$ cat src/verilog/seess_pkg.sv
package seess_pkg;

   // ----------------------------------------------------------------
   // command codes
   // ----------------------------------------------------------------
   localparam logic [7:0] CMD_UNLOCK1     = 8'hAA;
   localparam logic [7:0] CMD_UNLOCK2     = 8'h55;
   localparam logic [7:0] CMD_SETUP       = 8'h80;
   localparam logic [7:0] CMD_SECT_ERASE  = 8'h30;
   localparam logic [7:0] CMD_CHIP_ERASE  = 8'h10;
   localparam logic [7:0] CMD_SUSPEND     = 8'hB0;
   localparam logic [7:0] CMD_RESUME      = 8'h30;
   localparam logic [7:0] CMD_AUTOSEL     = 8'h90;
   localparam logic [7:0] CMD_SECURE_IN   = 8'h88;
   localparam logic [7:0] CMD_EXIT2       = 8'h00;
   localparam logic [7:0] CMD_PROGRAM     = 8'hA0;
   localparam logic [7:0] CMD_BYPASS      = 8'h20;
   localparam logic [7:0] CMD_RESET       = 8'hF0;
   localparam logic [7:0] CMD_QUERY       = 8'h98;
   localparam logic [7:0] CMD_NONE        = 8'h00;

   // ----------------------------------------------------------------
   // host operation codes
   // ----------------------------------------------------------------
   localparam logic [3:0] OP_SECT_ERASE   = 4'h1;
   localparam logic [3:0] OP_ADD_SECTOR   = 4'h2;
   localparam logic [3:0] OP_SUSPEND      = 4'h3;
   localparam logic [3:0] OP_RESUME       = 4'h4;
   localparam logic [3:0] OP_AUTOSEL      = 4'h5;
   localparam logic [3:0] OP_SECURE_IN    = 4'h6;
   localparam logic [3:0] OP_SECURE_OUT   = 4'h7;
   localparam logic [3:0] OP_RESET        = 4'h8;
   localparam logic [3:0] OP_PROGRAM      = 4'h9;
   localparam logic [3:0] OP_READ         = 4'hA;
   localparam logic [3:0] OP_HW_RESET     = 4'hB;
   localparam logic [3:0] OP_CHIP_ERASE   = 4'hC;
   localparam logic [3:0] OP_QUERY        = 4'hD;
   localparam logic [3:0] OP_BYPASS       = 4'hE;

   // ----------------------------------------------------------------
   // apb register map
   // ----------------------------------------------------------------
   localparam logic [7:0] REG_CMD         = 8'h00;
   localparam logic [7:0] REG_ADDR        = 8'h04;
   localparam logic [7:0] REG_DATA        = 8'h08;
   localparam logic [7:0] REG_STATUS      = 8'h0C;
   localparam logic [7:0] REG_RDATA       = 8'h10;
   localparam int         ST_BUSY_BIT     = 0;
   localparam int         ST_DONE_BIT     = 1;
   localparam int         ST_ERR_BIT      = 2;
   localparam int         ST_RYBY_BIT     = 3;
   localparam logic [31:0] RESET_WORD     = 32'h0000_0000;

   // ----------------------------------------------------------------
   // bus widths and timing
   // ----------------------------------------------------------------
   localparam int ADDR_W                  = 22;
   localparam int DATA_W                  = 8;
   localparam int CLK_HZ                  = 10_000_000;
   localparam int WINDOW_US               = 50;
   localparam int WINDOW_CYC              = WINDOW_US * (CLK_HZ / 1_000_000);
   localparam int ADD_GAP_CYC             = (WINDOW_CYC * 4) / 5;
   localparam int SUSPEND_US              = 20;
   localparam int SUSPEND_CYC             = SUSPEND_US * (CLK_HZ / 1_000_000);
   localparam int HW_RESET_CYC            = 5;
   localparam logic [2:0] STROBE_LOW_CYC  = 3'h2;
   localparam logic [2:0] STROBE_HIGH_CYC = 3'h2;
   localparam logic [ADDR_W-1:0] ID_MAKER_ADDR = 22'h000000;

   // ----------------------------------------------------------------
   // carriers
   // ----------------------------------------------------------------
   typedef struct packed {
      logic              wr;
      logic [ADDR_W-1:0] addr;
      logic [DATA_W-1:0] data;
   } seess_cycle_type;

   typedef enum logic [1:0] {
      SEESS_PH_IDLE,
      SEESS_PH_LOW,
      SEESS_PH_HIGH
   } seess_phase_type;

endpackage : seess_pkg

$ cat src/verilog/seess_host.sv
`timescale 1ns/1ps
// Functional notes
// RULE1: sector erase is six writes: AA, 55, 80, AA, 55, sector address with 30
// RULE2: device preprograms and verifies sector itself; host sends no extra control
// RULE3: device opens a 50 us window after last write strobe rising edge
// RULE4: extra sector writes with 30 accepted inside window in any order
// RULE5: host keeps gap between extra sector writes below 50 us; host has no timer for it, ADD_GAP_CYC is unused
// RULE6: other write in window aborts to read; host must reissue whole request
// RULE7: device shows window expiry on erase_window_flag
// RULE8: during erasure device takes only suspend, ignores other writes
// RULE9: hardware reset aborts erase; host reissues after read mode returns
// RULE10: on completion device returns to read; progress on status bits, ready_busy
// RULE11: suspend honoured only in sector erase, ignored in chip erase or program
// RULE12: suspend takes effect within 20 us, at once inside window
// RULE13: suspended device reads and programs unselected sectors, status in selected
// RULE14: polling or toggle bits distinguish erasing from suspended sectors
// RULE15: after suspended program, array data returns for unselected sectors
// RULE16: identification read allowed in suspend; leaving it returns to suspend
// RULE17: resume code with any address continues erase; repeats ignored
// RULE18: suspend is one write of B0, address ignored
// RULE19: secure entry AA,55,88; exit AA,55,90,00
// RULE20: identification read AA,55,90 then read at offset zero for maker code
// RULE21: single reset write F0 at any address returns device to read mode
// RULE22: host writes reset to leave identification mode
// RULE23: device flags each accepted sector and erases exactly those
module seess_host
   import seess_pkg::*;
(
   input  wire logic              CLK_I,
   input  wire logic              RSTN_I,
   input  wire logic              PSEL_I,
   input  wire logic              PENABLE_I,
   input  wire logic              PWRITE_I,
   input  wire logic [7:0]        PADDR_I,
   input  wire logic [31:0]       PWDATA_I,
   output logic      [31:0]       PRDATA_O,
   output logic                   PREADY_O,
   output logic                   PSLVERR_O,
   output logic      [ADDR_W-1:0] FLASH_ADDR_O,
   output logic      [DATA_W-1:0] FLASH_DQ_O,
   output logic                   FLASH_DQ_OE_O,
   input  wire logic [DATA_W-1:0] FLASH_DQ_I,
   output logic                   FLASH_WE_N_O,
   output logic                   FLASH_OE_N_O,
   output logic                   FLASH_CE_N_O,
   output logic                   FLASH_RESET_N_O,
   input  wire logic              READY_BUSY_I
);

   // ----------------------------------------------------------------
   // sequence selection
   // ----------------------------------------------------------------
   localparam int SEQ_MAX = 6;

   typedef enum {
      S_IDLE,
      S_CYCLE,
      S_HWRST
   } seess_state_type;

   seess_state_type              state, next_state;
   seess_phase_type              phase, next_phase;
   seess_cycle_type              seq [SEQ_MAX];
   logic            [2:0]        seq_len;
   logic            [2:0]        idx, next_idx;
   logic            [2:0]        tick, next_tick;
   logic            [15:0]       gap_cnt, next_gap_cnt;
   logic            [3:0]        op, next_op;
   logic            [ADDR_W-1:0] op_addr, next_op_addr;
   logic            [DATA_W-1:0] op_data, next_op_data;
   logic                         busy, next_busy;
   logic                         done, next_done;
   logic                         err, next_err;
   logic            [DATA_W-1:0] rdata, next_rdata;
   logic            [31:0]       prdata, next_prdata;
   logic                         pready, next_pready;
   logic                         pslverr, next_pslverr;
   logic            [ADDR_W-1:0] f_addr, next_f_addr;
   logic            [DATA_W-1:0] f_dq, next_f_dq;
   logic                         f_oe, next_f_oe;
   logic                         f_we_n, next_f_we_n;
   logic                         f_oe_n, next_f_oe_n;
   logic                         f_ce_n, next_f_ce_n;
   logic                         f_rst_n, next_f_rst_n;
   logic                         apb_acc, cmd_wr, is_read;

   // ----------------------------------------------------------------
   // command table per operation
   // ----------------------------------------------------------------
   always_comb begin
      for (int i = 0; i < SEQ_MAX; i++) begin
         seq[i] = '{wr: 1'b1, addr: '0, data: CMD_NONE};
      end
      seq[0].data = CMD_UNLOCK1;
      seq[1].data = CMD_UNLOCK2;
      seq_len     = 3'h1;
      case (op)
         OP_SECT_ERASE, OP_CHIP_ERASE: begin
            seq[2].data = CMD_SETUP;   // RULE1
            seq[3].data = CMD_UNLOCK1;
            seq[4].data = CMD_UNLOCK2;
            seq[5]      = '{wr: 1'b1, addr: op_addr,
                            data: (op == OP_SECT_ERASE) ? CMD_SECT_ERASE : CMD_CHIP_ERASE};
            seq_len     = 3'h6;
         end
         OP_ADD_SECTOR: seq[0] = '{wr: 1'b1, addr: op_addr, data: CMD_SECT_ERASE}; // RULE5
         OP_SUSPEND:    seq[0] = '{wr: 1'b1, addr: '0, data: CMD_SUSPEND}; // RULE18
         OP_RESUME:     seq[0] = '{wr: 1'b1, addr: '0, data: CMD_RESUME}; // RULE17
         OP_RESET:      seq[0] = '{wr: 1'b1, addr: '0, data: CMD_RESET}; // RULE21 RULE22
         OP_QUERY:      seq[0] = '{wr: 1'b1, addr: '0, data: CMD_QUERY};
         OP_AUTOSEL: begin
            seq[2].data = CMD_AUTOSEL; // RULE20 RULE16
            seq[3]      = '{wr: 1'b0, addr: ID_MAKER_ADDR, data: CMD_NONE};
            seq_len     = 3'h4;
         end
         OP_SECURE_IN: begin
            seq[2].data = CMD_SECURE_IN; // RULE19
            seq_len     = 3'h3;
         end
         OP_SECURE_OUT: begin
            seq[2].data = CMD_AUTOSEL; // RULE19
            seq[3].data = CMD_EXIT2;
            seq_len     = 3'h4;
         end
         OP_BYPASS: begin
            seq[2].data = CMD_BYPASS;
            seq_len     = 3'h3;
         end
         OP_PROGRAM: begin
            seq[2].data = CMD_PROGRAM; // RULE13 RULE15
            seq[3]      = '{wr: 1'b1, addr: op_addr, data: op_data};
            seq_len     = 3'h4;
         end
         OP_READ:       seq[0] = '{wr: 1'b0, addr: op_addr, data: CMD_NONE};
         default:       seq_len = 3'h1;
      endcase
   end

   // ----------------------------------------------------------------
   // apb slave and sequencer
   // ----------------------------------------------------------------
   assign apb_acc = PSEL_I && PENABLE_I && !pready;
   assign cmd_wr  = apb_acc && PWRITE_I && (PADDR_I == REG_CMD);
   assign is_read = !seq[idx].wr;

   always_comb begin
      next_state   = state;
      next_phase   = phase;
      next_idx     = idx;
      next_tick    = tick;
      next_gap_cnt = gap_cnt;
      next_op      = op;
      next_op_addr = op_addr;
      next_op_data = op_data;
      next_busy    = busy;
      next_done    = done;
      next_err     = err;
      next_rdata   = rdata;
      next_prdata  = prdata;
      next_pready  = 1'b0;
      next_pslverr = 1'b0;
      next_f_addr  = f_addr;
      next_f_dq    = f_dq;
      next_f_oe    = f_oe;
      next_f_we_n  = f_we_n;
      next_f_oe_n  = f_oe_n;
      next_f_ce_n  = f_ce_n;
      next_f_rst_n = f_rst_n;
      if (apb_acc) begin
         next_pready = 1'b1;
         if (PWRITE_I) begin
            case (PADDR_I)
               REG_CMD: begin
                  if (busy) begin
                     next_err = 1'b1;
                  end else begin
                     next_op = PWDATA_I[3:0];
                  end
               end
               REG_ADDR: next_op_addr = PWDATA_I[ADDR_W-1:0];
               REG_DATA: next_op_data = PWDATA_I[DATA_W-1:0];
               REG_STATUS: begin
                  next_done = 1'b0;
                  next_err  = 1'b0;
               end
               default: next_pslverr = 1'b1;
            endcase
         end else begin
            case (PADDR_I)
               REG_CMD:    next_prdata = {28'h0000000, op};
               REG_ADDR:   next_prdata = {10'h000, op_addr};
               REG_DATA:   next_prdata = {24'h000000, op_data};
               REG_STATUS: next_prdata = {28'h0000000, READY_BUSY_I, err, done, busy};
               REG_RDATA:  next_prdata = {24'h000000, rdata};
               default: begin
                  next_prdata  = RESET_WORD;
                  next_pslverr = 1'b1;
               end
            endcase
         end
      end
      case (state)
         S_IDLE: begin
            if (cmd_wr && !busy) begin
               next_busy = 1'b1;
               next_done = 1'b0;
               next_idx  = 3'h0;
               next_tick = 3'h0;
               if (PWDATA_I[3:0] == OP_HW_RESET) begin
                  next_state   = S_HWRST; // RULE9
                  next_gap_cnt = 16'h0000;
                  next_f_rst_n = 1'b0;
               end else begin
                  next_state = S_CYCLE;
                  next_phase = SEESS_PH_IDLE;
               end
            end
         end
         S_CYCLE: begin
            case (phase)
               SEESS_PH_IDLE: begin
                  next_f_addr = seq[idx].addr;
                  next_f_dq   = seq[idx].data;
                  next_f_oe   = seq[idx].wr;
                  next_f_ce_n = 1'b0;
                  next_f_we_n = !seq[idx].wr;
                  next_f_oe_n = seq[idx].wr;
                  next_tick   = 3'h0;
                  next_phase  = SEESS_PH_LOW;
               end
               SEESS_PH_LOW: begin
                  next_tick = tick + 3'h1;
                  if (tick == STROBE_LOW_CYC) begin
                     if (is_read) begin
                        next_rdata = FLASH_DQ_I;
                     end
                     next_f_we_n = 1'b1;
                     next_f_oe_n = 1'b1;
                     next_tick   = 3'h0;
                     next_phase  = SEESS_PH_HIGH;
                  end
               end
               SEESS_PH_HIGH: begin
                  next_tick = tick + 3'h1;
                  if (tick == STROBE_HIGH_CYC) begin
                     next_f_ce_n = 1'b1;
                     next_f_oe   = 1'b0;
                     next_phase  = SEESS_PH_IDLE;
                     if (idx == seq_len - 3'h1) begin
                        next_state = S_IDLE; // RULE2 RULE10
                        next_busy  = 1'b0;
                        next_done  = 1'b1;
                     end else begin
                        next_idx = idx + 3'h1; // RULE6
                     end
                  end
               end
               default: next_phase = SEESS_PH_IDLE;
            endcase
         end
         S_HWRST: begin
            next_gap_cnt = gap_cnt + 16'h0001;
            if (gap_cnt == 16'(HW_RESET_CYC)) begin
               next_f_rst_n = 1'b1;
               next_state   = S_IDLE;
               next_busy    = 1'b0;
               next_done    = 1'b1;
            end
         end
         default: next_state = S_IDLE;
      endcase
   end

   always_ff @(posedge CLK_I or negedge RSTN_I) begin
      if (!RSTN_I) begin
         state   <= S_IDLE;
         phase   <= SEESS_PH_IDLE;
         idx     <= 3'h0;
         tick    <= 3'h0;
         gap_cnt <= 16'h0000;
         op      <= 4'h0;
         op_addr <= '0;
         op_data <= '0;
         busy    <= 1'b0;
         done    <= 1'b0;
         err     <= 1'b0;
         rdata   <= '0;
         prdata  <= RESET_WORD;
         pready  <= 1'b0;
         pslverr <= 1'b0;
         f_addr  <= '0;
         f_dq    <= '0;
         f_oe    <= 1'b0;
         f_we_n  <= 1'b1;
         f_oe_n  <= 1'b1;
         f_ce_n  <= 1'b1;
         f_rst_n <= 1'b1;
      end else begin
         state   <= next_state;
         phase   <= next_phase;
         idx     <= next_idx;
         tick    <= next_tick;
         gap_cnt <= next_gap_cnt;
         op      <= next_op;
         op_addr <= next_op_addr;
         op_data <= next_op_data;
         busy    <= next_busy;
         done    <= next_done;
         err     <= next_err;
         rdata   <= next_rdata;
         prdata  <= next_prdata;
         pready  <= next_pready;
         pslverr <= next_pslverr;
         f_addr  <= next_f_addr;
         f_dq    <= next_f_dq;
         f_oe    <= next_f_oe;
         f_we_n  <= next_f_we_n;
         f_oe_n  <= next_f_oe_n;
         f_ce_n  <= next_f_ce_n;
         f_rst_n <= next_f_rst_n;
      end
   end

   // ----------------------------------------------------------------
   // outputs
   // ----------------------------------------------------------------
   assign PRDATA_O        = prdata;
   assign PREADY_O        = pready;
   assign PSLVERR_O       = pslverr;
   assign FLASH_ADDR_O    = f_addr;
   assign FLASH_DQ_O      = f_dq;
   assign FLASH_DQ_OE_O   = f_oe;
   assign FLASH_WE_N_O    = f_we_n;
   assign FLASH_OE_N_O    = f_oe_n;
   assign FLASH_CE_N_O    = f_ce_n;
   assign FLASH_RESET_N_O = f_rst_n;

endmodule : seess_host

$ cat config.mk
export PLATFORM = sky130hd
export DESIGN_NAME = seess_host
export DESIGN_NICKNAME = d
export VERILOG_FILES = /design/src/verilog/seess_pkg.sv /design/src/verilog/seess_host.sv
export SDC_FILE = /design/constraint.sdc
export NUM_CORES = 1
export LEC_CHECK = 0
export BUFFER_PORTS_ARGS = -buffer_cell sky130_fd_sc_hd__buf_2
export CAP_MARGIN = 10
export CORE_MARGIN = 2
export CORE_UTILIZATION = 51
export DETAILED_ROUTE_END_ITERATION = 10
export HOLD_SLACK_MARGIN = 0.15
export PLACE_DENSITY_LB_ADDON = 0.08
export SLEW_MARGIN = 20
export SYNTH_ARGS = -nofsm -noshare
export SYNTH_HDL_FRONTEND = slang
export SYNTH_SLANG_ARGS = --single-unit
$ cat constraint.sdc
create_clock -name CLK_I -period 2.8 [get_ports CLK_I]
set_input_delay 0.14 -clock CLK_I [delete_from_list [all_inputs] [get_ports CLK_I]]
set_output_delay 0.14 -clock CLK_I [all_outputs]
set_load 0.05 [all_outputs]
==> run_summary.xml, run 1 <==
<?xml version="1.0" encoding="UTF-8"?>
<metrics>
  <group name="power">
    <metric name="share_comb_of_total_power" unit="%">4.9</metric>
    <metric name="share_clk_of_total_power" unit="%">53.2</metric>
    <metric name="power_report.internal_total" unit="µW">3515</metric>
    <metric name="part_of_the_total_power_dissipated_in_sequential_elements" unit="%">41.9</metric>
    <metric name="netSwitchingFraction" unit="%">22.22</metric>
    <metric name="switchingPower" unit="µW">1004</metric>
    <metric name="vdd_drop_max" unit="mV">0.4588</metric>
    <metric name="power.leakage" unit="µW">0.003988</metric>
    <metric name="power_per_unit_of_standard_cell_area" unit="nW/µm²">540.3</metric>
    <metric name="fin_total_pwr" unit="µW">4519</metric>
  </group>
  <group name="clock_network">
    <metric name="clock_tree.htree_level_count" unit="">4</metric>
    <metric name="tritoncts.num_buffers" unit="">17</metric>
    <metric name="cts.repair_timing.setup_buffer_count" unit="">0</metric>
    <metric name="cts.path.max_buffers" unit="">2</metric>
    <metric name="ctsRootBufferMaster" unit="">sky130_fd_sc_hd__clkbuf_16</metric>
    <metric name="clock_sink_count" unit="">130</metric>
    <metric name="clk_transition_reported_paths" unit="ns">0.06</metric>
    <metric name="tritoncts" unit="">built</metric>
    <metric name="clkLatencyLatePin" unit="ns">0.43</metric>
  </group>
  <group name="global_routing">
    <metric name="antenna_found_initial" unit="">0</metric>
    <metric name="pin_count_of_the_biggest_net_entering_global_routing" unit="">61</metric>
    <metric name="vias_in_the_first_global_route" unit="">5494</metric>
    <metric name="grt-ovfl-total" unit="">0</metric>
    <metric name="grt_first_pass_wirelength" unit="µm">28120</metric>
    <metric name="track_usage" unit="%">25.48</metric>
  </group>
  <group name="worst_setup_path">
    <metric name="crit_chain" unit="">dlygate4sd3_1 &gt; buf_2 &gt; or4_4 &gt; or4_4 &gt; a2111oi_0 &gt; and3_1 &gt; a21oi_1</metric>
    <metric name="critical_path.most_common_cell" unit="">sky130_fd_sc_hd__or4_4</metric>
    <metric name="timing.critical_path.slowest_stage_cell" unit="">sky130_fd_sc_hd__or4_4</metric>
    <metric name="arrival" unit="ns">3.00</metric>
    <metric name="timing.critical_path.fanout_max" unit="">11</metric>
    <metric name="crit_end_category" unit="">flop</metric>
    <metric name="critical_path_required" unit="ns">3.12</metric>
    <metric name="crit_type" unit="">primary input to flop</metric>
    <metric name="critical_path.startpoint_type" unit="">primary input</metric>
    <metric name="critical_path.max_stage_delay" unit="ns">0.64</metric>
  </group>
  <group name="placed_design">
    <metric name="placement.io_buffers" unit="">102</metric>
    <metric name="last_weighted_congestion_value_of_the_routability_driven_placer" unit="">0.8743</metric>
    <metric name="dpl.hpwl" unit="µm">11170</metric>
    <metric name="dpl.cell_count" unit="">878</metric>
    <metric name="preCtsSetupSlack" unit="ns">0.2318</metric>
  </group>
  <group name="logic_synthesis">
    <metric name="postSynthRegisterBits" unit="">130</metric>
    <metric name="post_synth_instance_area" unit="µm²">6615</metric>
    <metric name="share_of_async_settable_or_async_resettable_flops_after_synthesis" unit="%">100.0</metric>
    <metric name="synth.area.top_cells" unit="">sky130_fd_sc_hd__dfrtp_1 48%, sky130_fd_sc_hd__mux2_2 7.3%, sky130_fd_sc_hd__a22o_1 4.9%, sky130_fd_sc_hd__o21ai_0 3.6%, sky130_fd_sc_hd__ha_1 2.6%</metric>
    <metric name="post_synth_edffs" unit="">0</metric>
    <metric name="synthDistinctLibCells" unit="">66</metric>
    <metric name="netlist.top_cell.by_area" unit="">sky130_fd_sc_hd__dfrtp_1</metric>
    <metric name="ys_seq_area_share" unit="%">49.25</metric>
    <metric name="netlist.area_leader.share" unit="%">47.66</metric>
    <metric name="synthesis.yosys.warnings" unit="">0</metric>
    <metric name="ys.flop_type" unit="">sky130_fd_sc_hd__dfrtp_1</metric>
    <metric name="synthesis.area_per_instance" unit="µm²">10.58</metric>
    <metric name="netlist_instances" unit="">625</metric>
  </group>
  <group name="cells_and_area">
    <metric name="area_growth" unit="%">26.44</metric>
    <metric name="most_frequent_cells_in_the_layout" unit="">126 x sky130_fd_sc_hd__dfrtp_1, 101 x sky130_fd_sc_hd__buf_2, 48 x sky130_fd_sc_hd__o21ai_0</metric>
    <metric name="multiInputGateArea" unit="µm²">3099</metric>
    <metric name="finish.utilization" unit="%">66.28</metric>
    <metric name="number_of_nets_in_the_final_layout" unit="">831</metric>
    <metric name="filler_cell_count" unit="">1015</metric>
    <metric name="drive_gt1_share" unit="%">28.48</metric>
    <metric name="register_cell_area_after_layout" unit="µm²">3258</metric>
    <metric name="antennaDiodeCount" unit="">0</metric>
    <metric name="non_filler_cells_in_the_finished_layout" unit="">948</metric>
    <metric name="mostFrequentLayoutCell" unit="">sky130_fd_sc_hd__dfrtp_1</metric>
  </group>
  <group name="route">
    <metric name="route.detailed.drc" unit="">0</metric>
    <metric name="postRouteAntennaNets" unit="">0</metric>
    <metric name="wl" unit="µm">16910</metric>
    <metric name="vias" unit="">5545</metric>
    <metric name="first_pass_iters" unit="">5</metric>
    <metric name="routed_wire_length_per_instance" unit="µm">17.83</metric>
    <metric name="drt_first_iter_violations" unit="">412</metric>
    <metric name="via_per_inst" unit="">5.849</metric>
  </group>
  <group name="sta">
    <metric name="final_max_slew_viol_count" unit="">0</metric>
    <metric name="worst_pin_slew" unit="ns">0.9279</metric>
    <metric name="final.setup_skew" unit="ns">0.007375</metric>
    <metric name="final_critical_path_setup_slack" unit="ns">0.1147</metric>
    <metric name="period_needed" unit="ns">2.685</metric>
    <metric name="setup_violations" unit="">0</metric>
    <metric name="min_period_over_period" unit="%">95.90</metric>
    <metric name="timing.slew.headroom" unit="%">37.57</metric>
    <metric name="hold_viol" unit="">0</metric>
    <metric name="setup_tns" unit="ns">0</metric>
    <metric name="grt_setup_unrepaired" unit="">no</metric>
    <metric name="timing.fmax" unit="MHz">372.4</metric>
  </group>
  <group name="flow_run">
    <metric name="maxCapViolations" unit="">0</metric>
  </group>
  <group name="min_path">
    <metric name="worstHoldPathType" unit="">primary input to flop</metric>
  </group>
  <group name="die">
    <metric name="initial_core_util" unit="%">52.42</metric>
    <metric name="placementRows" unit="">41</metric>
    <metric name="floorplan.die_area" unit="µm²">13900</metric>
    <metric name="die_h" unit="µm">117.9</metric>
    <metric name="number_of_top_level_pins" unit="">123</metric>
    <metric name="design.core.area" unit="µm²">12620</metric>
    <metric name="dieWidth" unit="µm">117.9</metric>
  </group>
  <group name="status">
    <metric name="status" unit="">completed</metric>
  </group>
</metrics>
Yosys cell counts (4+ instances only):
cell type,n
sky130_fd_sc_hd__o211ai_1,7
sky130_fd_sc_hd__nand3_1,14
sky130_fd_sc_hd__nand2_1,43
sky130_fd_sc_hd__nor3_1,4
sky130_fd_sc_hd__nand2b_1,12
sky130_fd_sc_hd__and2_1,7
sky130_fd_sc_hd__o22a_1,8
sky130_fd_sc_hd__mux2i_1,11
sky130_fd_sc_hd__or2_2,5
sky130_fd_sc_hd__nor2_1,25
sky130_fd_sc_hd__and3_1,4
sky130_fd_sc_hd__nand4_1,5
sky130_fd_sc_hd__nor2b_1,12
sky130_fd_sc_hd__a22oi_1,6
sky130_fd_sc_hd__a21oi_1,24
sky130_fd_sc_hd__mux2_2,43
sky130_fd_sc_hd__clkbuf_1,39
sky130_fd_sc_hd__nor4_1,8
sky130_fd_sc_hd__inv_1,15
sky130_fd_sc_hd__dfstp_2,4
sky130_fd_sc_hd__buf_4,10
sky130_fd_sc_hd__o31ai_1,16
sky130_fd_sc_hd__nor3b_1,5
sky130_fd_sc_hd__a21o_1,4
sky130_fd_sc_hd__ha_1,14
sky130_fd_sc_hd__o21ai_0,48
sky130_fd_sc_hd__dfrtp_1,126
sky130_fd_sc_hd__a31oi_1,5
sky130_fd_sc_hd__a22o_1,37
layer usage:
layer / routed length, µm / track usage [%]
met5: 0 / 0
met4: 287 / 8.735
met1: 7496 / 33.27
met3: 1009 / 7.510
met2: 8113 / 40.66
path summary, 6_finish.rpt:
| path | depth (start not counted) | to | from | slack (ns) |
|---|---|---|---|---|
| worst max-delay path | 7 | busy | PADDR_I[4] | 0.11 |
| worst min register to register | 2 | FLASH_DQ_O[3] | FLASH_DQ_O[3] | 0.47 |
| worst max register to register | 5 | busy | busy | 0.48 |
| worst min-delay path | 3 | err | PADDR_I[3] | 0.19 |
| max in group asynchronous | 3 | op_addr[16] | RSTN_I | 1.78 |
| min in group asynchronous | 2 | FLASH_DQ_O[4] | RSTN_I | 0.35 |
power groups by stage:
stage / Sequential (µW) / Combinational (µW) / Clock, µW
2_1_floorplan: 1930 / 86.3 / 0
5_1_grt: 1890 / 242 / 2530
3_3_place_gp: 1930 / 178 / 0
3_5_place_dp: 1930 / 182 / 0
4_1_cts: 1890 / 223 / 2430
6_report: 1890 / 222 / 2400
logic make-up (layout without fill, tap and decap cells):
family                     Yosys count  after routing  share of synthesized area (%)
DFF                                130            130                          49.25
AOI/OAI and AO/OA                  189            189                          20.43
adders and majority gates           14             14                          2.648
buffers and inverters               69            211                          4.634
other                                1             10                        0.05669
muxes                               54             54                          8.984
and+or+nand+nor                    165            165                          13.60
xor gates and xnor gates             3              3                         0.3973
metrics by stage:
| step | cell area (µm²) | hold slack, ns |
|---|---|---|
| final | 8364 | 0.1874 |
| after global routing | 8364 | 0.2174 |
| after CTS | 8362 | 0.1605 |
| after detailed placement | 7345 | 0.2791 |
| after global placement | 7345 | 0.2791 |
| after floorplan | 6649 | -0.1556 |
worst max-delay path: cells and delay by family:
family,cells,cell delay (ns)
buf+inv,2,0.76
simple gates,3,1.41
compound gates,2,0.70
state kept, by name, summed over array words and instances, names as in the netlist, 2 cells and up:
signal and cells:
FLASH_ADDR_O 22, FLASH_DQ_O 8, PRDATA_O 22, gap_cnt 16, idx 3, op 4
op_addr 22, op_data 8, phase 2, rdata 8, state 2, tick 3
repair_timing:
item | in CTS | in global routing
hold buffers | 38 | 0
endpoints found under the setup margin | 0 | 2
hold endpoints to repair | 102 | 0
gates resized for setup | 0 | 1
area by class of cell:
cell class,instances,share of cell area (%)
Sequential cell,130,38.95
Multi-Input combinational cell,435,37.05
Timing Repair Buffer,164,13.13
Clock buffer,20,5.460
Tap cell,172,2.573
Clock inverter,12,2.154
Inverter,15,0.6731
Note: power is estimated with default switching activity, not from simulation.
==> run 2, diff against run 1 <==
CORE_UTILIZATION = 56   (was 51)
==> run 2 against run 1 <==
Final area fell by 2.1%; utilization rose by 5.1 points; largest cell class unchanged; via count barely moved; total power fell by 7.2%; register-to-register slack got worse by 0.08 ns; non-clock buffer count fell by 5; clock power fell by 13%; clock-buffer cell count fell by 1; sequential share of layout area rose by 0.83 points; combinational power barely moved; critical path depth rose by 1; cell count fell by 3.6%.
==> run_summary.xml, run 2 (synthesized netlist as in run 1, its figures left out) <==
<?xml version="1.0" encoding="UTF-8"?>
<metrics>
  <group name="status">
    <metric name="status" unit="">completed</metric>
  </group>
  <group name="die">
    <metric name="placementRows" unit="">39</metric>
    <metric name="dieWidth" unit="µm">112.7</metric>
    <metric name="die_h" unit="µm">112.7</metric>
    <metric name="design.core.area" unit="µm²">11470</metric>
    <metric name="number_of_top_level_pins" unit="">123</metric>
    <metric name="initial_core_util" unit="%">57.69</metric>
    <metric name="floorplan.die_area" unit="µm²">12700</metric>
  </group>
  <group name="global_routing">
    <metric name="grt-ovfl-total" unit="">0</metric>
    <metric name="pin_count_of_the_biggest_net_entering_global_routing" unit="">61</metric>
    <metric name="antenna_found_initial" unit="">1</metric>
    <metric name="global_route.usage.met1" unit="%">35.83</metric>
    <metric name="vias_in_the_first_global_route" unit="">5568</metric>
    <metric name="met2_usage" unit="%">45.35</metric>
    <metric name="grt_first_pass_wirelength" unit="µm">27530</metric>
    <metric name="globalRoute.busiestLayer" unit="">met2</metric>
    <metric name="track_usage" unit="%">27.63</metric>
    <metric name="use_met3" unit="%">6.210</metric>
  </group>
  <group name="route">
    <metric name="postRouteAntennaNets" unit="">0</metric>
    <metric name="route.detailed.drc" unit="">0</metric>
    <metric name="via_per_inst" unit="">6.065</metric>
    <metric name="drt_first_iter_violations" unit="">425</metric>
    <metric name="first_pass_iters" unit="">5</metric>
    <metric name="vias" unit="">5543</metric>
    <metric name="wl" unit="µm">16950</metric>
    <metric name="routed_wire_length_per_instance" unit="µm">18.54</metric>
  </group>
  <group name="worst_setup_path">
    <metric name="timing.critical_path.fanout_max" unit="">11</metric>
    <metric name="reg2regPathDepth" unit="">6</metric>
    <metric name="critical_path_required" unit="ns">3.13</metric>
    <metric name="arrival" unit="ns">3.01</metric>
    <metric name="crit_end_category" unit="">flop</metric>
    <metric name="crit_type" unit="">primary input to flop</metric>
    <metric name="critical_path.startpoint_type" unit="">primary input</metric>
  </group>
  <group name="sta">
    <metric name="setup_violations" unit="">0</metric>
    <metric name="setup_tns" unit="ns">0</metric>
    <metric name="final_max_slew_viol_count" unit="">0</metric>
    <metric name="hold_viol" unit="">0</metric>
    <metric name="final.setup_skew" unit="ns">0.007331</metric>
    <metric name="period_needed" unit="ns">2.681</metric>
    <metric name="timing.fmax" unit="MHz">373.0</metric>
    <metric name="min_period_over_period" unit="%">95.75</metric>
    <metric name="timing.slew.headroom" unit="%">41.15</metric>
    <metric name="grt_setup_unrepaired" unit="">no</metric>
    <metric name="worst_pin_slew" unit="ns">0.8747</metric>
  </group>
  <group name="placed_design">
    <metric name="placement.io_buffers" unit="">102</metric>
    <metric name="last_weighted_congestion_value_of_the_routability_driven_placer" unit="">0.8483</metric>
    <metric name="dpl.cell_count" unit="">846</metric>
    <metric name="dpl.hpwl" unit="µm">11260</metric>
    <metric name="placedInstanceArea" unit="µm²">7273</metric>
  </group>
  <group name="min_path">
    <metric name="hold-path-cell-count" unit="">4</metric>
    <metric name="worstHoldPathType" unit="">primary input to flop</metric>
  </group>
  <group name="cells_and_area">
    <metric name="final_area" unit="µm²">8189</metric>
    <metric name="filler_cell_count" unit="">821</metric>
    <metric name="drive_gt1_share" unit="%">28.27</metric>
    <metric name="number_of_nets_in_the_final_layout" unit="">826</metric>
    <metric name="most_frequent_cells_in_the_layout" unit="">126 x sky130_fd_sc_hd__dfrtp_1, 101 x sky130_fd_sc_hd__buf_2, 48 x sky130_fd_sc_hd__o21ai_0</metric>
    <metric name="area_growth" unit="%">23.79</metric>
    <metric name="antennaDiodeCount" unit="">0</metric>
    <metric name="non_filler_cells_in_the_finished_layout" unit="">914</metric>
    <metric name="finish.utilization" unit="%">71.41</metric>
    <metric name="mostFrequentLayoutCell" unit="">sky130_fd_sc_hd__dfrtp_1</metric>
  </group>
  <group name="clock_network">
    <metric name="clock_tree.htree_level_count" unit="">4</metric>
    <metric name="clkLatencyLatePin" unit="ns">0.43</metric>
    <metric name="tritoncts.num_buffers" unit="">17</metric>
    <metric name="cts.path.max_buffers" unit="">2</metric>
    <metric name="clock_sink_count" unit="">130</metric>
    <metric name="ctsRootBufferMaster" unit="">sky130_fd_sc_hd__clkbuf_16</metric>
    <metric name="tritoncts" unit="">built</metric>
    <metric name="clk_transition_reported_paths" unit="ns">0.06</metric>
    <metric name="cts.repair_timing.setup_buffer_count" unit="">0</metric>
  </group>
  <group name="power">
    <metric name="part_of_the_total_power_dissipated_in_sequential_elements" unit="%">45.2</metric>
    <metric name="share_clk_of_total_power" unit="%">49.6</metric>
    <metric name="share_comb_of_total_power" unit="%">5.2</metric>
    <metric name="vdd_drop_max" unit="mV">0.4379</metric>
    <metric name="power.leakage" unit="µW">0.003918</metric>
    <metric name="switchingPower" unit="µW">985.2</metric>
    <metric name="power_report.internal_total" unit="µW">3209</metric>
    <metric name="netSwitchingFraction" unit="%">23.49</metric>
    <metric name="power_per_unit_of_standard_cell_area" unit="nW/µm²">512.2</metric>
  </group>
  <group name="flow_run">
    <metric name="maxCapViolations" unit="">0</metric>
  </group>
</metrics>
-- run 2: cell count changes in the layout (fill, tap and decap cells not counted), sizes merged --
cell	previous run	this run
buf	126	123
bufinv	4	1
clkinv	6	8
dlygate4sd3	38	36
clkbuf	20	19
clkinvlp	1	2
inv	16	17
-- run 2: power by group through the flow --
stage          combinational, µW  clock [µW]  sequential [µW]
2_1_floorplan               86.3           0             1930
3_3_place_gp                 177           0             1930
3_5_place_dp                 181           0             1930
4_1_cts                      219        2110             1900
5_1_grt                      239        2180             1900
6_report                     220        2080             1900
-- run 2: path summary, 6_finish.rpt --
kind	start	endpoint	slack (ns)
hold reg to reg	FLASH_DQ_O[7]	FLASH_DQ_O[7]	0.48
setup reg to reg	busy	gap_cnt[11]	0.40
max in group asynchronous	RSTN_I	FLASH_RESET_N_O	1.71
min in group asynchronous	RSTN_I	FLASH_DQ_O[5]	0.32
setup / recovery	PADDR_I[7]	gap_cnt[11]	0.12
hold / removal	PWRITE_I	PRDATA_O[1]	0.18
-- run 2: routing by layer --
layer	wire (µm)	vias up	part of all wire, %
li1	-	2572	-
met3	914	29	5.4
met4	331	0	2.0
met5	0	-	0
met1	7165	2749	42
met2	8534	193	50
-- run 2: final cells by class --
type / count / area (µm²) / share of cell area (%)
inverters: 15 / 56.30 / 0.6875
repair buffers: 159 / 1044 / 12.74
well taps: 143 / 178.9 / 2.185
flip-flops and latches: 130 / 3258 / 39.79
clock buffers: 19 / 442.9 / 5.409
clock inverters: 13 / 110.1 / 1.345
multi-input cells: 435 / 3099 / 37.85
-- run 2: critical path, cell delays in order --
cell and delay, ns:
sky130_fd_sc_hd__dlygate4sd3_1 0.55, sky130_fd_sc_hd__buf_2 0.13, sky130_fd_sc_hd__or4_4 0.50, sky130_fd_sc_hd__or4_4 0.64, sky130_fd_sc_hd__a2bb2oi_1 0.28, sky130_fd_sc_hd__nand2b_2 0.31
sky130_fd_sc_hd__buf_4 0.20, sky130_fd_sc_hd__o31ai_1 0.25
-- run 2: repair_timing --
action                                  4_1_cts  5_1_grt
hold endpoints to repair                     95        0
gates resized for setup                       0        1
endpoints found under the setup margin        0        2
hold buffers                                 36        0
-- run 2: stage by stage --
step	setup slack (ns)	hold WS [ns]	power (µW)
after floorplan	0.4817	-0.1556	2021
after global placement	0.2706	0.2375	2105
after detailed placement	0.1782	0.2446	2109
after CTS	0.1299	0.1540	4221
after global routing	0.01500	0.1767	4315
final	0.1189	0.1766	4195
==> run 3, diff against run 2 <==
RECOVER_POWER = 50   (was default)
==> run 3 against run 2 <==
Hold slack got worse by 0.0043 ns; total power barely moved; sequential share of layout area rose by 0.42 points; worst setup slack got worse by 0.0016 ns; utilization fell by 0.75 points; largest cell class unchanged; largest power group unchanged.
==> run_summary.xml, run 3 (synthesized netlist as in run 1, its figures left out) <==
<?xml version="1.0" encoding="UTF-8"?>
<metrics>
  <group name="power">
    <metric name="power_report.internal_total" unit="µW">3206</metric>
    <metric name="netSwitchingFraction" unit="%">23.58</metric>
    <metric name="share_clk_of_total_power" unit="%">49.6</metric>
    <metric name="vdd_drop_max" unit="mV">0.4379</metric>
    <metric name="share_comb_of_total_power" unit="%">5.2</metric>
    <metric name="part_of_the_total_power_dissipated_in_sequential_elements" unit="%">45.2</metric>
    <metric name="power.leakage" unit="µW">0.003672</metric>
    <metric name="power_per_unit_of_standard_cell_area" unit="nW/µm²">517.7</metric>
    <metric name="switchingPower" unit="µW">988.9</metric>
  </group>
  <group name="global_routing">
    <metric name="grt_first_pass_wirelength" unit="µm">27530</metric>
    <metric name="track_usage" unit="%">27.63</metric>
    <metric name="vias_in_the_first_global_route" unit="">5568</metric>
    <metric name="antenna_found_initial" unit="">1</metric>
    <metric name="pin_count_of_the_biggest_net_entering_global_routing" unit="">61</metric>
    <metric name="grt-ovfl-total" unit="">0</metric>
  </group>
  <group name="worst_setup_path">
    <metric name="timing.critical_path.fanout_max" unit="">11</metric>
    <metric name="critical_path.reg2reg.endpoint" unit="">gap_cnt[13]</metric>
    <metric name="arrival" unit="ns">3.01</metric>
    <metric name="setup.reg_to_reg.worst_slack" unit="ns">0.39</metric>
    <metric name="crit_type" unit="">primary input to flop</metric>
    <metric name="critical_path.startpoint_type" unit="">primary input</metric>
    <metric name="critical_path_required" unit="ns">3.13</metric>
    <metric name="r2r_start" unit="">busy</metric>
    <metric name="crit_end_category" unit="">flop</metric>
    <metric name="reg2regPathDepth" unit="">6</metric>
  </group>
  <group name="route">
    <metric name="drt_first_iter_violations" unit="">449</metric>
    <metric name="wl" unit="µm">17030</metric>
    <metric name="first_pass_iters" unit="">5</metric>
    <metric name="route.detailed.drc" unit="">0</metric>
    <metric name="postRouteAntennaNets" unit="">0</metric>
    <metric name="via_per_inst" unit="">6.072</metric>
    <metric name="routed_wire_length_per_instance" unit="µm">18.63</metric>
    <metric name="vias" unit="">5550</metric>
  </group>
  <group name="min_path">
    <metric name="hold-path-cell-count" unit="">4</metric>
    <metric name="timing.hold.worst.start" unit="">PWRITE_I</metric>
    <metric name="hold_path_end" unit="">PRDATA_O[1]</metric>
    <metric name="worstHoldPathType" unit="">primary input to flop</metric>
  </group>
  <group name="clock_network">
    <metric name="cts.path.max_buffers" unit="">2</metric>
    <metric name="clock_tree.htree_level_count" unit="">4</metric>
    <metric name="clk_transition_reported_paths" unit="ns">0.06</metric>
    <metric name="tritoncts.num_buffers" unit="">17</metric>
    <metric name="clkLatencyLatePin" unit="ns">0.43</metric>
    <metric name="tritoncts" unit="">built</metric>
    <metric name="cts.repair_timing.setup_buffer_count" unit="">0</metric>
    <metric name="ctsRootBufferMaster" unit="">sky130_fd_sc_hd__clkbuf_16</metric>
    <metric name="clock_sink_count" unit="">130</metric>
  </group>
  <group name="sta">
    <metric name="timing.fmax" unit="MHz">372.8</metric>
    <metric name="min_period_over_period" unit="%">95.81</metric>
    <metric name="grt_setup_unrepaired" unit="">no</metric>
    <metric name="final_max_slew_viol_count" unit="">0</metric>
    <metric name="hold_viol" unit="">0</metric>
    <metric name="setup_violations" unit="">0</metric>
    <metric name="timing.slew.headroom" unit="%">8.169</metric>
    <metric name="setup_tns" unit="ns">0</metric>
    <metric name="final.setup_skew" unit="ns">0.007300</metric>
    <metric name="period_needed" unit="ns">2.683</metric>
    <metric name="worst_pin_slew" unit="ns">1.377</metric>
  </group>
  <group name="placed_design">
    <metric name="dpl.hpwl" unit="µm">11260</metric>
    <metric name="placement.io_buffers" unit="">102</metric>
    <metric name="last_weighted_congestion_value_of_the_routability_driven_placer" unit="">0.8483</metric>
    <metric name="placedInstanceArea" unit="µm²">7273</metric>
  </group>
  <group name="status">
    <metric name="status" unit="">completed</metric>
  </group>
  <group name="cells_and_area">
    <metric name="filler_cell_count" unit="">865</metric>
    <metric name="mostFrequentLayoutCell" unit="">sky130_fd_sc_hd__dfrtp_1</metric>
    <metric name="most_frequent_cells_in_the_layout" unit="">126 x sky130_fd_sc_hd__dfrtp_1, 56 x sky130_fd_sc_hd__clkbuf_1, 48 x sky130_fd_sc_hd__o21ai_0</metric>
    <metric name="final_area" unit="µm²">8103</metric>
    <metric name="antennaDiodeCount" unit="">0</metric>
    <metric name="area_growth" unit="%">22.49</metric>
    <metric name="number_of_nets_in_the_final_layout" unit="">826</metric>
    <metric name="drive_gt1_share" unit="%">21.14</metric>
  </group>
  <group name="die">
    <metric name="design.core.area" unit="µm²">11470</metric>
    <metric name="number_of_top_level_pins" unit="">123</metric>
    <metric name="placementRows" unit="">39</metric>
    <metric name="die_h" unit="µm">112.7</metric>
    <metric name="initial_core_util" unit="%">57.69</metric>
    <metric name="floorplan.die_area" unit="µm²">12700</metric>
    <metric name="dieWidth" unit="µm">112.7</metric>
  </group>
  <group name="flow_run">
    <metric name="maxCapViolations" unit="">0</metric>
  </group>
</metrics>
==> run 3: cell count changes in the layout (fill, tap and decap cells not counted), sizes merged <==
cell,before,now
buf,123,66
clkbuf,19,76
==> run 3: layout make-up <==
class	instances	area, µm²	area share, %
multi-input combinational	435	3099	38.25
sequential	130	3258	40.21
timing repair buffer	159	957.2	11.81
tap	143	178.9	2.208
clock buffer	19	442.9	5.466
inverter	15	56.30	0.6949
clock inverter	13	110.1	1.359
==> run 3: timing repair <==
item / 4_1_cts / 5_1_grt
resized for setup: 0 / 1
hold endpoints to repair: 95 / 0
hold buffers: 36 / 0
endpoints found under the setup margin: 0 / 2
==> run 3: worst max-delay path by stage <==
| stage | from | endpoint | slack (ns) |
|---|---|---|---|
| floorplan | PREADY_O | done | 0.48 |
| global placement | PADDR_I[5] | gap_cnt[3] | 0.27 |
| detailed placement | PADDR_I[5] | gap_cnt[11] | 0.18 |
| CTS | PADDR_I[7] | gap_cnt[11] | 0.13 |
| global route | PADDR_I[7] | gap_cnt[12] | 0.01 |
| finish | PADDR_I[7] | gap_cnt[13] | 0.12 |
==> run 3: per-layer routing <==
layer / global-route usage [%] / vias up / part of all wire, %
met5: 0 / - / 0
met4: 10.98 / 0 / 2.0
met3: 6.210 / 29 / 5.1
met2: 45.35 / 177 / 50
met1: 35.83 / 2773 / 43
li1: - / 2571 / -
==> run 3: metrics by stage <==
stage	hold WS, ns	power [µW]	std cells	setup slack (ns)	utilization (%)
CTS	0.1540	4221	914	0.1299	71.39
detailed placement	0.2446	2109	846	0.1782	63.43
global placement	0.2375	2105	846	0.2706	63.43
global route	0.1767	4311	914	0.01500	70.66
finish	0.1722	4195	914	0.1174	70.66
floorplan	-0.1556	2021	634	0.4817	-
==> run 3: power by group through the flow <==
stage | clock, µW | combinational [µW] | sequential, µW
after floorplan | 0 | 86.3 | 1930
after global placement | 0 | 177 | 1930
after detailed placement | 0 | 181 | 1930
after CTS | 2110 | 219 | 1900
after global routing | 2180 | 234 | 1900
final | 2080 | 216 | 1900
==> run 3: worst max-delay path: stages <==
cell                            delay, ns
sky130_fd_sc_hd__dlygate4sd3_1       0.54
sky130_fd_sc_hd__buf_2               0.13
sky130_fd_sc_hd__or4_4               0.50
sky130_fd_sc_hd__or4_4               0.64
sky130_fd_sc_hd__a2bb2oi_1           0.28
sky130_fd_sc_hd__nand2b_2            0.31
sky130_fd_sc_hd__buf_4               0.20
sky130_fd_sc_hd__o31ai_1             0.25
